--- src/art_consts.svh ---
`ifndef ART_CONSTS_SVH
`define ART_CONSTS_SVH

// Register indices; byte address is four times the index
`define IDX_DUTY3      8'h73
`define IDX_DUTY2      8'h74
`define IDX_DUTY1      8'h75
`define IDX_DUTY0      8'h76
`define IDX_PWM_OUTPUT_CONTROL      8'h77
`define IDX_CSR        8'h78
`define IDX_CAR        8'h79
`define IDX_ARR        8'h7a
`define IDX_ICCSR      8'h7b
`define IDX_ICR1       8'h7c
`define IDX_ICR2       8'h7d

// Field positions in the control/status register
`define CSR_FORCE_BIT  2

// Reset value and counter top
`define RST_BYTE       8'h00
`define CNT_TOP        8'hff

`endif

--- src/art_pkg.sv ---
`default_nettype none
package art_pkg;

  typedef logic [7:0] byte_t;

  // Control/status register layout, bit 7 first
  typedef struct packed {
    logic       clock_source_select;
    logic [2:0] prescale_divider;
    logic       counter_enable;
    logic       force_reload;
    logic       overflow_irq_enable;
    logic       overflow_flag;
  } ctrl_status_s;

  // PWM output control layout
  typedef struct packed {
    logic [3:0] output_enable;
    logic [3:0] channel_polarity;
  } pwm_ctrl_s;

  // Capture control/status layout
  typedef struct packed {
    logic [1:0] reserved;
    logic [1:0] capture_edge_select;
    logic [1:0] capture_irq_enable;
    logic [1:0] capture_flag;
  } cap_ctrl_s;

endpackage
`default_nettype wire

--- src/pwm_auto_reload_timer.sv ---
`default_nettype none
`include "art_consts.svh"
module pwm_auto_reload_timer
  import art_pkg::*;
(
  input  wire logic        clk,
  input  wire logic        rst,
  // AHB-Lite slave
  input  wire logic        hsel,
  input  wire logic [31:0] haddr,
  input  wire logic [1:0]  htrans,
  input  wire logic        hwrite,
  input  wire logic [2:0]  hsize,
  input  wire logic [31:0] hwdata,
  input  wire logic        hready,
  output logic             hreadyout,
  output logic             hresp,
  output logic [31:0]      hrdata,
  // Low-power state of the surrounding controller
  input  wire logic        halt_mode,
  // External pins
  input  wire logic        external_clock_input,
  input  wire logic [1:0]  capture_input_pin,
  output logic [3:0]       pwm_output_pin,
  output logic [3:0]       pwm_output_oe,
  // Requests toward the interrupt controller
  output logic             overflow_irq,
  output logic             capture_irq,
  output logic             wake_irq
);

  // Register state
  ctrl_status_s csr_reg;
  pwm_ctrl_s    pwm_output_control_reg;
  cap_ctrl_s    iccsr_reg;
  byte_t        reload_reg;
  byte_t        cnt_reg;
  logic [6:0]   pre_reg;
  byte_t        duty_reg [4];
  byte_t        comp_reg [4];
  byte_t        icr_reg  [2];
  logic [3:0]   wave_reg;
  logic [3:0]   pin_reg;
  logic         wake_reg;

  // Bus state
  logic         wr_pend_reg;
  logic [7:0]   wr_idx_reg;
  logic [31:0]  rdata_reg;

  // Decoding shared by read and write paths
  function automatic logic hit(input logic [31:0] addr, input logic [7:0] idx);
    hit = (addr[31:10] == 22'h0) && (addr[9:2] == idx) && (addr[1:0] == 2'b00);
  endfunction

  function automatic logic [7:0] addr_idx(input logic [31:0] addr);
    addr_idx = addr[9:2];
  endfunction

  // Pin synchronisers: external clock and two capture inputs
  logic [2:0] pin_in;
  logic [2:0] pin_rise;
  logic [2:0] pin_fall;

  assign pin_in = {capture_input_pin, external_clock_input};

  genvar g;
  generate
    for (g = 0; g < 3; g++)
    begin : g_sync
      pin_sync u_sync
      (
        .clk  (clk),
        .rst  (rst),
        .pin  (pin_in[g]),
        .rise (pin_rise[g]),
        .fall (pin_fall[g])
      );
    end
  endgenerate

  // Bus phases
  logic       addr_ok;
  logic       rd_take;
  logic       wr_take;
  logic [7:0] wdata;

  assign addr_ok   = hsel & htrans[1] & hready;
  assign rd_take   = addr_ok & ~hwrite;
  assign wr_take   = addr_ok & hwrite;
  assign wdata     = hwdata[7:0];
  assign hreadyout = 1'b1; // Zero wait states; master idles in data phase
  assign hresp     = 1'b0;
  assign hrdata    = rdata_reg;

  // Write strobes, data phase of a latched write
  logic       wr_csr;
  logic       wr_car;
  logic       wr_arr;
  logic       wr_pwm_output_control;
  logic       wr_iccsr;
  logic [3:0] wr_duty;

  assign wr_csr   = wr_pend_reg & (wr_idx_reg == `IDX_CSR);
  assign wr_car   = wr_pend_reg & (wr_idx_reg == `IDX_CAR);
  assign wr_arr   = wr_pend_reg & (wr_idx_reg == `IDX_ARR);
  assign wr_pwm_output_control = wr_pend_reg & (wr_idx_reg == `IDX_PWM_OUTPUT_CONTROL);
  assign wr_iccsr = wr_pend_reg & (wr_idx_reg == `IDX_ICCSR);
  assign wr_duty  = {wr_pend_reg & (wr_idx_reg == `IDX_DUTY3),
                     wr_pend_reg & (wr_idx_reg == `IDX_DUTY2),
                     wr_pend_reg & (wr_idx_reg == `IDX_DUTY1),
                     wr_pend_reg & (wr_idx_reg == `IDX_DUTY0)};

  // Read strobes with side effects, taken in the address phase
  logic       rd_csr;
  logic [1:0] rd_icr;

  assign rd_csr = rd_take & hit(haddr, `IDX_CSR);
  assign rd_icr = {rd_take & hit(haddr, `IDX_ICR2), rd_take & hit(haddr, `IDX_ICR1)};

  // Force reload only when a one lands in the write-only bit
  logic force_ld;
  assign force_ld = wr_csr & wdata[`CSR_FORCE_BIT];

  // Prescaler input and division tap
  logic       in_tick;
  logic       run;
  logic       step;
  logic [6:0] tap_mask;
  logic       pre_done;
  logic       cnt_tick;
  logic       ovf_evt;

  // External events count only when synchronised; CPU clock ticks every cycle
  assign in_tick  = csr_reg.clock_source_select ? pin_rise[0] : 1'b1;
  // Halt drops the run enable, so nothing counts and PWM freezes
  assign run      = csr_reg.counter_enable & ~halt_mode;
  assign step     = run & in_tick;
  assign tap_mask = 7'((8'h01 << csr_reg.prescale_divider) - 8'h01);
  assign pre_done = ((pre_reg & tap_mask) == tap_mask);
  assign cnt_tick = step & pre_done;
  assign ovf_evt  = cnt_tick & (cnt_reg == `CNT_TOP);

  // Next prescaler; software counter loads restart it from zero
  logic [6:0] pre_next;
  always_comb
  begin
    if (force_ld | wr_car)
      pre_next = 7'h00;
    else if (step)
      pre_next = pre_reg + 7'h01;
    else
      pre_next = pre_reg;
  end

  // Next counter; software write beats hardware count
  byte_t cnt_next;
  always_comb
  begin
    if (wr_car)
      cnt_next = wdata;
    else if (force_ld)
      cnt_next = reload_reg;
    else if (ovf_evt)
      cnt_next = reload_reg;
    else if (cnt_tick)
      cnt_next = cnt_reg + 8'h01;
    else
      cnt_next = cnt_reg;
  end

  // Counter, prescaler and reload
  always_ff @(posedge clk or posedge rst)
  begin
    if (rst)
    begin
      pre_reg    <= 7'h00;
      cnt_reg    <= `RST_BYTE;
      reload_reg <= `RST_BYTE;
    end
    else
    begin
      pre_reg <= pre_next;
      cnt_reg <= cnt_next;
      if (wr_arr)
        reload_reg <= wdata;
    end
  end

  // Control/status; a set in the same cycle as the clearing read wins
  logic ovf_next;
  assign ovf_next = ovf_evt | (csr_reg.overflow_flag & ~rd_csr);

  always_ff @(posedge clk or posedge rst)
  begin
    if (rst)
      csr_reg <= ctrl_status_s'(`RST_BYTE);
    else
    begin
      if (wr_csr)
      begin
        csr_reg.clock_source_select <= wdata[7];
        csr_reg.prescale_divider    <= wdata[6:4];
        csr_reg.counter_enable      <= wdata[3];
        csr_reg.overflow_irq_enable <= wdata[1];
      end
      csr_reg.force_reload  <= 1'b0;
      csr_reg.overflow_flag <= ovf_next;
    end
  end

  // PWM output control register
  always_ff @(posedge clk or posedge rst)
  begin
    if (rst)
      pwm_output_control_reg <= pwm_ctrl_s'(`RST_BYTE);
    else if (wr_pwm_output_control)
      pwm_output_control_reg <= pwm_ctrl_s'(wdata);
  end

  // Per channel: duty, hidden compare and the raw waveform state
  generate
    for (g = 0; g < 4; g++)
    begin : g_chan
      always_ff @(posedge clk or posedge rst)
      begin
        if (rst)
        begin
          duty_reg[g] <= `RST_BYTE;
          comp_reg[g] <= `RST_BYTE;
          wave_reg[g] <= 1'b0;
        end
        else
        begin
          if (wr_duty[g])
            duty_reg[g] <= wdata;
          // Compare only changes at overflow, so a duty edit never glitches
          if (ovf_evt)
            comp_reg[g] <= duty_reg[g];
          if (ovf_evt)
            wave_reg[g] <= 1'b1;
          else if (cnt_tick && (cnt_reg == comp_reg[g]))
            wave_reg[g] <= 1'b0;
        end
      end
    end
  endgenerate

  // Pin level: polarity applies at once, disabled pins drive low
  logic [3:0] pin_next;
  assign pin_next = (wave_reg ^ pwm_output_control_reg.channel_polarity)
                    & pwm_output_control_reg.output_enable;

  always_ff @(posedge clk or posedge rst)
  begin
    if (rst)
      pin_reg <= 4'h0;
    else
      pin_reg <= pin_next;
  end

  assign pwm_output_pin = pin_reg;
  assign pwm_output_oe  = pwm_output_control_reg.output_enable;

  // Capture edges, gated by the lock that a pending flag holds
  logic [1:0] cap_edge;
  logic [1:0] cap_evt;
  logic [1:0] cf_next;

  generate
    for (g = 0; g < 2; g++)
    begin : g_cap
      assign cap_edge[g] = iccsr_reg.capture_edge_select[g]
                           ? pin_rise[g+1] : pin_fall[g+1];
      // Locked while pending; an edge in the clearing read cycle still lands, set wins
      assign cap_evt[g]  = cap_edge[g] & (~iccsr_reg.capture_flag[g] | rd_icr[g]);
      assign cf_next[g]  = cap_evt[g]
                           | (iccsr_reg.capture_flag[g] & ~rd_icr[g]);

      always_ff @(posedge clk or posedge rst)
      begin
        if (rst)
          icr_reg[g] <= `RST_BYTE;
        else if (cap_evt[g])
          icr_reg[g] <= cnt_reg;
      end
    end
  endgenerate

  // Capture control/status
  always_ff @(posedge clk or posedge rst)
  begin
    if (rst)
      iccsr_reg <= cap_ctrl_s'(`RST_BYTE);
    else
    begin
      if (wr_iccsr)
      begin
        iccsr_reg.capture_edge_select <= wdata[5:4];
        iccsr_reg.capture_irq_enable  <= wdata[3:2];
      end
      iccsr_reg.capture_flag <= cf_next;
    end
  end

  // Wake pulse: any enabled edge while halted
  always_ff @(posedge clk or posedge rst)
  begin
    if (rst)
      wake_reg <= 1'b0;
    else
      wake_reg <= halt_mode & |(cap_edge & iccsr_reg.capture_irq_enable);
  end

  assign wake_irq     = wake_reg;
  assign overflow_irq = csr_reg.overflow_flag & csr_reg.overflow_irq_enable;
  assign capture_irq  = |(iccsr_reg.capture_flag & iccsr_reg.capture_irq_enable);

  // Read mux; the write-only bit and reserved bits read zero
  byte_t rd_byte;
  always_comb
  begin
    unique case (addr_idx(haddr))
      `IDX_DUTY3: rd_byte = duty_reg[3];
      `IDX_DUTY2: rd_byte = duty_reg[2];
      `IDX_DUTY1: rd_byte = duty_reg[1];
      `IDX_DUTY0: rd_byte = duty_reg[0];
      `IDX_PWM_OUTPUT_CONTROL: rd_byte = pwm_output_control_reg;
      `IDX_CSR:   rd_byte = {csr_reg[7:3], 1'b0, csr_reg[1:0]};
      `IDX_CAR:   rd_byte = cnt_reg;
      `IDX_ARR:   rd_byte = reload_reg;
      `IDX_ICCSR: rd_byte = {2'b00, iccsr_reg[5:0]};
      `IDX_ICR1:  rd_byte = icr_reg[0];
      `IDX_ICR2:  rd_byte = icr_reg[1];
      default:    rd_byte = 8'h00;
    endcase
  end

  // Bus registers: read data captured at the address phase edge
  logic rd_mapped;
  assign rd_mapped = (haddr[31:10] == 22'h0) && (haddr[1:0] == 2'b00);

  always_ff @(posedge clk or posedge rst)
  begin
    if (rst)
    begin
      wr_pend_reg <= 1'b0;
      wr_idx_reg  <= 8'h00;
      rdata_reg   <= 32'h0;
    end
    else
    begin
      wr_pend_reg <= wr_take & (haddr[31:10] == 22'h0) & (haddr[1:0] == 2'b00);
      wr_idx_reg  <= addr_idx(haddr);
      if (rd_take)
        rdata_reg <= {24'h0, rd_mapped ? rd_byte : 8'h00};
    end
  end

endmodule
`default_nettype wire

--- src/pin_sync.sv ---
`default_nettype none
module pin_sync
(
  input  wire logic clk,
  input  wire logic rst,
  input  wire logic pin,
  output logic      rise,
  output logic      fall
);

  logic s1_reg;
  logic s2_reg;
  logic s3_reg;
  logic       level_reg;
  logic       agree;
  logic [1:0] fill_reg;
  logic       armed;

  // Three-stage synchroniser; only s2 reads s1
  always_ff @(posedge clk or posedge rst)
  begin
    if (rst)
    begin
      s1_reg    <= 1'b0;
      s2_reg    <= 1'b0;
      s3_reg    <= 1'b0;
      level_reg <= 1'b0;
      fill_reg  <= 2'h0;
    end
    else
    begin
      s1_reg <= pin;
      s2_reg <= s1_reg;
      s3_reg <= s2_reg;
      if (!armed)
        fill_reg <= fill_reg + 2'h1;
      // Level primes from the pin, so a pin idling high gives no edge after reset
      if (!armed)
        level_reg <= s2_reg;
      else if (agree)
        level_reg <= s3_reg;
    end
  end

  // Edges count only once the chain holds real pin samples
  assign armed = (fill_reg == 2'h3);

  // A change counts once stages two and three agree, exactly once
  assign agree = (s2_reg == s3_reg);
  assign rise  = armed & agree & s3_reg & ~level_reg;
  assign fall  = armed & agree & ~s3_reg & level_reg;

endmodule
`default_nettype wire

--- config.mk ---
export PLATFORM = sky130hd
export DESIGN_NAME = pwm_auto_reload_timer
export DESIGN_NICKNAME = d
export VERILOG_FILES = /design/src/art_pkg.sv /design/src/pwm_auto_reload_timer.sv /design/src/pin_sync.sv
export VERILOG_INCLUDE_DIRS = /design/src
export SDC_FILE = /design/constraint.sdc
export NUM_CORES = 1
export LEC_CHECK = 0
export BUFFER_PORTS_ARGS = -buffer_cell sky130_fd_sc_hd__buf_2
export CORE_UTILIZATION = 58
export DETAILED_ROUTE_END_ITERATION = 7
export PLACE_DENSITY = 0.81
export SETUP_SLACK_MARGIN = 0.02
export SLEW_MARGIN = 20
export SYNTH_ARGS = -nofsm -noshare
export SYNTH_HDL_FRONTEND = slang
export SYNTH_SLANG_ARGS = --single-unit
--- constraint.sdc ---
create_clock -name clk -period 7.2 [get_ports clk]
set_input_delay 1.44 -clock clk [delete_from_list [all_inputs] [get_ports clk]]
set_output_delay 1.44 -clock clk [all_outputs]
set_load 0.03 [all_outputs]
======== After elaboration in Yosys (flattened, before gate mapping) ========
Index checks and enable logic that the tools add are counted.
operators by class
  add/subtract/negate cells ............... 6
  multipliers ............................. 0
  divide/modulo/power cells ............... 0
  order comparisons ....................... 0
  eq/ne operators ......................... 35
  shifts and indexed selects .............. 1
  mux-type cells .......................... 25
  bitwise operators ....................... 66
  reduce and logical (&&, ||, !) cells .... 21
operator list
  cell                 number
  $eq 8x7->1 const B   20
  $pmux 8 s11          1
  $and 1x1->1          43
  $mux 8               5
  $eq 8x8->1           4
  $logic_not 22->1     1
  $mux 1               17
  $mux 7               2
  $not 1->1            12
  $logic_and 1x1->1    11
  $reduce_bool 2->1    5
  $add 8x1->8 const B  1
  $eq 8x8->1 const B   1
  $add 7x1->7 const B  1
  $and 7x7->7          1
  $eq 7x7->1           1
  $shl 1x3->7 const A  1
  $sub 7x1->7 const B  1
  $add 2x1->2 const B  3
  $eq 2x2->1 const B   3
  $ne 2x1->1 const B   3
  $or 1x1->1           6
  $and 2x2->2          2
  $and 4x4->4          1
  5 further kinds      8
storage, ports and cells
  register bits after elaboration ......... 168
  bits in latches ......................... 0
  bits in writable memories ............... 0
  ROM bits ................................ 0
  input bits .............................. 78
  output and inout bits ................... 45
  word-level logic and storage cells ...... 201
  memories kept ........................... 0

======== Longest topological paths before layout ========
Gate-level depths: netlist of the first run.
  depth in word-level cells ............... 11
  depth in mapped cells ................... 12
  gate-level depth less buffers ........... 9

======== By module ========
Synthesis of the first run repeated with hierarchy kept, for this count alone.
unflattened totals
  cells, all modules ...................... 720
  area, all modules ....................... 8456.9 um2
modules (own cells, without submodules)
  module                 instances  cells each  area each (um2)  seq. area each (um2)
  pwm_auto_reload_timer  1          666         7773.7           3753.6
  pin_sync               3          18          227.7            150.1

======== Worst setup path after synthesis of the first run ========
No wires, ideal clock.
  path type ............................... input -> register
  start ................................... input hready
  end ..................................... register icr_reg[0] (netlist bit)
  setup time .............................. 0.125 ns
  data arrival time ....................... 3.049 ns
  required time ........................... 7.075 ns
  setup slack ............................. 4.026 ns
  cell stages on the path ................. 7
  buffers on the path ..................... 1
  path through ............................ nand3_1 -> nand2b_1 -> clkbuf_1 -> or3_1 -> o31ai_1 -> nand2_1 -> mux2_2
on the way
  word-level cells in the longest chain between the ends .. 5
ends and longest elaborated chain
  element                        line                          source
  start, declared                pwm_auto_reload_timer.sv:15   input wire logic hready,
  $and 1x1->1                    pwm_auto_reload_timer.sv:88   assign addr_ok = hsel & htrans[1] & hready;
  $and 1x1->1                    pwm_auto_reload_timer.sv:89   assign rd_take = addr_ok & ~hwrite;
  $and 1x1->1                    pwm_auto_reload_timer.sv:119  assign rd_icr = {rd_take & hit(haddr, `IDX_ICR2), rd_take & hit(haddr, `IDX_ICR1)};
  $or 1x1->1                     pwm_auto_reload_timer.sv:276  assign cap_evt[g] = cap_edge[g] & (~iccsr_reg.capture_flag[g] | rd_icr[g]);
  $and 1x1->1                    pwm_auto_reload_timer.sv:276
  end signal, assigned by index  pwm_auto_reload_timer.sv:283  icr_reg[g] <= `RST_BYTE;
  end signal, assigned by index  pwm_auto_reload_timer.sv:285  icr_reg[g] <= cnt_reg;
  end, declared                  pwm_auto_reload_timer.sv:41   byte_t icr_reg [2];
Every way passes these cells.
A chain may end at the register's enable or synchronous reset.

======== Final worst setup path of the first run ========
  start ................................... register csr_reg[5] (netlist bit)
  end ..................................... register cnt_reg[1]
on the way
  word-level cells in the longest chain between the ends .. 9
  elaborated cells on any way between the ends .. 10
  those cells by class .................... add/sub: 1; eq/ne: 1; shift: 1; mux: 3; bitwise: 3; reduce/logical: 1
ends and longest elaborated chain
  element                 line                          source
  start, declared         pwm_auto_reload_timer.sv:33   ctrl_status_s csr_reg;
  start signal, assigned  pwm_auto_reload_timer.sv:197  csr_reg <= ctrl_status_s'(`RST_BYTE);
  $shl 1x3->7 (*)         pwm_auto_reload_timer.sv:139  assign tap_mask = 7'((8'h01 << csr_reg.prescale_divider) - 8'h01);
  $sub 7x1->7 (*)         pwm_auto_reload_timer.sv:139
  $and 7x7->7             pwm_auto_reload_timer.sv:140  assign pre_done = ((pre_reg & tap_mask) == tap_mask);
  $eq 7x7->1 (*)          pwm_auto_reload_timer.sv:140
  $and 1x1->1 (*)         pwm_auto_reload_timer.sv:141  assign cnt_tick = step & pre_done;
  $and 1x1->1             pwm_auto_reload_timer.sv:142  assign ovf_evt = cnt_tick & (cnt_reg == `CNT_TOP);
  $mux 8                  pwm_auto_reload_timer.sv:164  else if (ovf_evt)
  $mux 8                  pwm_auto_reload_timer.sv:162  else if (force_ld)
  $mux 8                  pwm_auto_reload_timer.sv:160  if (wr_car)
  end signal, assigned    pwm_auto_reload_timer.sv:178  cnt_reg <= `RST_BYTE;
  end signal, assigned    pwm_auto_reload_timer.sv:184  cnt_reg <= cnt_next;
  end, declared           pwm_auto_reload_timer.sv:37   byte_t cnt_reg;
Every way passes the cells marked *; elsewhere a longest branch is shown, timed or not.

==> results.toml, run 1 <==
[outcome]
status = "finished, final reports clean"

[critical_path]
worst_setup_path_end_kind = "register"
r2r-start = "csr_reg[5]"
arrival_ns = 4.38
reg2reg_depth = 8
cp_data_required_time_ns = 7.56
start_kind = "register"
r2r-end = "cnt_reg[1]"
r2r_slack_ns = 3.18
crit_type = "register to register"
crit_path_max_fanout = 42

[clock_network]
clock_sinks = 168
ctsResizeCount = 0
cts_max_level = 4
holdBufCountCts = 0
post_cts_buffers = 0
clkTransAtPathRegs_ns = 0.07
root_buffer = "clkbuf_16"
cts_buffers = 17
cts_buffer_depth = 2
clkLatencyLatePin_ns = 0.44
cts_tree = "built"

[power]
p_int_uw = 1620
pwr-share-clk_pct = 38.2
power.total_uw = 2280
powerDensity_nw_per_um2 = 247
comb_power_share_pct = 13.2
p_leak_uw = 0.00420
p_seq_share_pct = 48.6
ir_drop_mv = 0.210
power.share.switching_pct = 29.1
p_sw_uw = 663

[drt]
first_pass_iters = 5
viasPerCell = 6.40
wirelength_um = 21800
drc = 0
ant_nets = 0
vias = 6227
drtIter0Drc = 718
wl_per_cell_um = 22.4

[final_layout]
area_growth_pct = 10.3
drive_gt1_share_pct = 28.1
fillCellCount = 1041
ff_latch_area_um2 = 4200
fin_area_um2 = 9250
layout.nets = 864
multi_input_comb_area_um2 = 3850
insertedDiodeCount = 0

[logic_synthesis]
synth-main-ff-cell = "dfrtp_1"
ys_seq_area_share_pct = 50.1
synth_warnings = 0
synth.area.top_cells = "dfrtp_1 50%, mux2_2 15%, xnor2_1 4.3%"
netlist_instances = 735
synth_top_area_share_pct = 50.1
async_reset_ff_share_pct = 100
ys_seq_elements = 168
syn_avg_cell_area_um2 = 11.4
synth_common_cells = "168 x dfrtp_1, 108 x mux2_2, 47 x nand2_1"
synth.most_common_cell = "dfrtp_1"
yosysUniqueCellTypes = 64
synth_enable_flop_cells = 0
synth_area_um2 = 8380
synth_area_leader_cell = "dfrtp_1"

[timing]
finalSetupTns_ns = 0
fmax_ghz = 0.249
setup_violations = 0
rsz0062_at_grt = "false"
final_hold_viol_count = 0
maxSlewViolCount = 0
worst_slew_pin_slew_ns = 1.11
fin_crit_ns = 4.02
fin_worst_skew_ns = 0.00923
max-slew-margin-rel_pct = 25.6
fin_crit_sh_pct = 55.8

[placed_design]
portBuffers = 68
place.gp.congestion = 0.894
place_area_um2 = 8680
hpwl_um = 14500

[floorplan]
start_util_pct = 59.9
core_area_um2 = 14000
die_y_um = 122
die_w_um = 122
ios = 123
rows = 43
die-area_um2 = 14900

[grt]
antenna_found_initial = 0
grt_pass1_vias = 6101
overflow = 0
grt_usage_pct = 30.6
grt_pass1_wl_um = 33400
grt_max_degree = 88

[worst_hold_path]
hold_depth = 0
min_from = "g_sync[0].u_sync.s1_reg"
hold_class = "register to register"
holdPathEnd = "g_sync[0].u_sync.s2_reg"

[flow_run]
drv_cap = 0
==> power by group through the flow <==
| stage | sequential [µW] | combinational (µW) | clock, µW |
|---|---|---|---|
| 3_5_place_dp | 1120 | 295 | 0 |
| 5_1_grt | 1110 | 331 | 913 |
| 3_3_place_gp | 1120 | 283 | 0 |
| 4_1_cts | 1100 | 299 | 877 |
| 2_1_floorplan | 1050 | 273 | 0 |
| 6_report | 1110 | 301 | 870 |
==> layout make-up <==
class                           instances  share of cell area [%]
Tap cell                              180                    2.44
Sequential cell                       168                    45.5
Inverter                               12                   0.541
Clock buffer                           18                    4.75
Multi-Input combinational cell        511                    41.6
Timing Repair Buffer                   70                    3.88
Clock inverter                         14                    1.34
==> worst max path at each step <==
stage | to | start | cells past startpoint | slack, ns
6_report | cnt_reg[1] | csr_reg[5] | 8 | 3.18
5_1_grt | cnt_reg[1] | csr_reg[5] | 8 | 3.04
4_1_cts | cnt_reg[1] | csr_reg[5] | 8 | 3.23
3_5_place_dp | cnt_reg[1] | halt_mode | 6 | 3.11
3_3_place_gp | cnt_reg[1] | halt_mode | 6 | 3.14
2_1_floorplan | cnt_reg[0] | rst | 1 | 1.21
==> per-layer routing <==
| metal | global-route usage [%] | vias to the layer above | wire (µm) |
|---|---|---|---|
| met1 | 39.1 | 3088 | 8590 |
| met5 | 0 | - | 0 |
| met4 | 13.0 | 0 | 744 |
| met3 | 7.95 | 72 | 2120 |
| li1 | - | 2704 | - |
| met2 | 49.4 | 363 | 10300 |
==> cells by family (layout without fill, tap and decap cells) <==
| group | after synthesis | in the layout | share of synthesized area, % |
|---|---|---|---|
| simple gates | 192 | 192 | 12.9 |
| flops | 168 | 168 | 50.1 |
| mux | 122 | 122 | 16.3 |
| compound gates | 115 | 115 | 9.36 |
| buf+inv | 80 | 114 | 5.10 |
| xor+xnor | 50 | 50 | 5.22 |
| fa+ha+maj | 6 | 6 | 0.895 |
| other cells | 2 | 26 | 0.0896 |
==> placed cells by master, fill, tap and decap left out, types with 4 or more instances in the layout <==
| cell type | count |
|---|---|
| nand3_1 | 20 |
| and2_1 | 8 |
| nor4_1 | 10 |
| or3_1 | 4 |
| a21oi_1 | 19 |
| nand2_1 | 47 |
| clkinvlp_4 | 4 |
| conb_1 | 26 |
| a22oi_1 | 14 |
| o21ai_0 | 26 |
| a22o_1 | 5 |
| nand4b_1 | 6 |
| mux2i_1 | 13 |
| nor2_1 | 22 |
| a211oi_1 | 4 |
| and3_1 | 8 |
| clkbuf_16 | 17 |
| nor3_1 | 11 |
| a31oi_1 | 6 |
| nor2b_1 | 13 |
| nor3b_1 | 4 |
| dfrtp_1 | 168 |
| nand2b_1 | 7 |
| mux2_2 | 108 |
| buf_2 | 68 |
| inv_6 | 4 |
| xor2_1 | 9 |
| ha_1 | 6 |
| xnor2_1 | 41 |
| clkinv_2 | 4 |
| nand4_1 | 11 |
| a221oi_1 | 7 |
| o31ai_1 | 9 |
| inv_1 | 10 |
==> metrics by stage <==
stage	instances	setup WS [ns]	hold WS, ns	util (%)
after global routing	973	3.04	0.368	66.1
after global placement	941	3.14	0.339	62.0
after detailed placement	941	3.11	0.343	62.0
final	973	3.18	0.358	66.1
after floorplan	759	1.21	0.331	-
after CTS	973	3.23	0.358	66.0
==> critical path, cell delays in order, from the launching register on <==
cell and delay (ns):
dfrtp_1 0.53, or3_4 0.44, ha_1 0.29, nor2b_1 0.19, a221o_1 0.36, nor3b_4 0.31, nand3_2 0.90, or3b_1 0.69
a41oi_1 0.21
Power figures use the tool's default switching activity.
==> run 2: changes to the inputs <==
--- a/config.mk
+++ b/config.mk
@@ -7,9 +7,9 @@
 export NUM_CORES = 1
 export LEC_CHECK = 0
 export BUFFER_PORTS_ARGS = -buffer_cell sky130_fd_sc_hd__buf_2
-export CORE_UTILIZATION = 58
+export CORE_UTILIZATION = 52
 export DETAILED_ROUTE_END_ITERATION = 7
-export PLACE_DENSITY = 0.81
+export PLACE_DENSITY = 0.77
 export SETUP_SLACK_MARGIN = 0.02
 export SLEW_MARGIN = 20
 export SYNTH_ARGS = -nofsm -noshare
==> constraint.sdc (replaced) <==
create_clock -name clk -period 3.4 [get_ports clk]
set_input_delay 0.68 -clock clk [delete_from_list [all_inputs] [get_ports clk]]
set_output_delay 0.68 -clock clk [all_outputs]
set_load 0.03 [all_outputs]
==> results.toml, run 2 (same netlist as run 1, synthesis figures left out) <==
[critical_path]
cp-endpoint = "comp_reg[30]"
crit_chain = "or3_4 > ha_1 > nor2b_1 > a221o_1 > nor3b_4 > nand3_2 > buf_4 > mux2_2"
cp_slowest_stage_delay_ns = 0.48
crit_type = "register to register"
cp_slowest_cell = "dfrtp_1"
worst_setup_path_end_kind = "register"
startpoint = "csr_reg[6]"
reg2reg_depth = 8
r2r_slack_ns = 0.36
r2r-end = "comp_reg[30]"
crit_path_max_fanout = 22
arrival_ns = 3.36
start_kind = "register"
r2r-start = "csr_reg[6]"
cp_data_required_time_ns = 3.72

[drt]
drc = 0
wl_per_cell_um = 20.5
first_pass_iters = 5
vias = 6204
drtIter0Drc = 528
ant_nets = 0
wirelength_um = 21100
viasPerCell = 6.03

[grt]
overflow = 0
grt_pass1_wl_um = 33300
grt_max_degree = 94
grt_pass1_vias = 6006
grt_usage_pct = 27.3
antenna_found_initial = 2

[timing]
fmax_ghz = 0.329
fin_worst_skew_ns = 0.00690
rsz0062_at_grt = "false"
setup_violations = 0
worst_slew_pin_slew_ns = 0.763
fin_crit_ns = 3.04
final_hold_viol_count = 0
max-slew-margin-rel_pct = 48.7
fin_crit_sh_pct = 89.4
finalSetupTns_ns = 0
maxSlewViolCount = 0

[floorplan]
start_util_pct = 53.0
ios = 123
die-area_um2 = 16600
core_area_um2 = 15800
die_y_um = 129
rows = 46
die_w_um = 129

[final_layout]
mostFrequentLayoutCell = "dfrtp_1"
final_cell_mix = "168 x dfrtp_1, 108 x mux2_2, 68 x buf_2"
fin_area_um2 = 9470
layout.nets = 881
area_growth_pct = 13.0
fin_cells = 1029
drive_gt1_share_pct = 29.5

[placed_design]
portBuffers = 68
place.gp.congestion = 0.896
place_area_um2 = 8870
hpwl_um = 14400
dp.cells = 994

[flow_run]
drv_cap = 0

[clock_network]
clkTransAtPathRegs_ns = 0.07
holdBufCountCts = 0
clkLatencyLatePin_ns = 0.44
root_buffer = "clkbuf_16"
cts_max_level = 4
cts_buffer_depth = 2
cts_buffers = 17
ctsResizeCount = 0
clock_sinks = 168
cts_tree = "built"
post_cts_buffers = 0

[power]
power.total_uw = 4920
powerDensity_nw_per_um2 = 519
p_leak_uw = 0.00430
ir_drop_mv = 0.378

[worst_hold_path]
hold_class = "primary input to asynchronous set/reset pin"

[outcome]
status = "finished, final reports clean"
-- run 2: cell types whose count changed in the layout (fill, tap and decap cells not counted), sizes merged --
| cell | before | now |
|---|---|---|
| buf | 70 | 87 |
| bufinv | 1 | 2 |
| clkinv | 7 | 8 |
| diode | 0 | 3 |
| inv | 14 | 12 |
-- run 2: critical path, delay by kind of cell (launching register included) --
| kind | cells | cell delay, ns |
|---|---|---|
| AND/OR/NAND/NOR | 4 | 1.16 |
| adder cells (fa/ha/maj) | 1 | 0.30 |
| multiplexers | 1 | 0.31 |
| buffers and inverters | 1 | 0.31 |
| flip-flops | 1 | 0.48 |
| AO/OA/AOI/OAI | 1 | 0.35 |
-- run 2: power breakdown --
| part | switching, µW | internal, µW |
|---|---|---|
| clock | 828 | 1100 |
| sequential | 200 | 2120 |
| combinational | 375 | 292 |
| total | 1400 | 3510 |
-- run 2: routing by layer --
layer  GRT usage (%)  share of wire [%]
met4            15.5                3.9
met1            36.0                 42
met2            41.9                 46
met5               0                  0
met3            5.99                7.8
-- run 2: layout make-up --
cell class                 instances  area, µm²
multi-input combinational        511       3840
timing repair buffer              87        508
antenna                            3       7.51
sequential                       168       4200
tap                              216        270
clock inverter                    14        150
inverter                          12       48.8
fill                            1288       6360
clock buffer                      18        439
-- run 2: worst min-delay path by stage --
stage | start | endpoint | slack, ns | cells after the start
4_1_cts | rst | wake_irq | 0.26 | 2
5_1_grt | rst | wake_irq | 0.29 | 2
2_1_floorplan | g_sync[0].u_sync.s1_reg | g_sync[0].u_sync.s2_reg | 0.33 | 0
3_5_place_dp | g_sync[0].u_sync.s1_reg | g_sync[0].u_sync.s2_reg | 0.33 | 0
6_report | rst | wake_irq | 0.25 | 2
3_3_place_gp | g_sync[0].u_sync.s1_reg | g_sync[0].u_sync.s2_reg | 0.33 | 0
-- run 2: metrics by stage --
step,setup slack (ns),hold slack (ns),utilization (%)
floorplan,0.579,0.331,-
global placement,0.433,0.334,56.1
detailed placement,0.425,0.335,56.1
CTS,0.383,0.265,59.8
global route,0.0907,0.292,59.8
finish,0.362,0.254,59.8
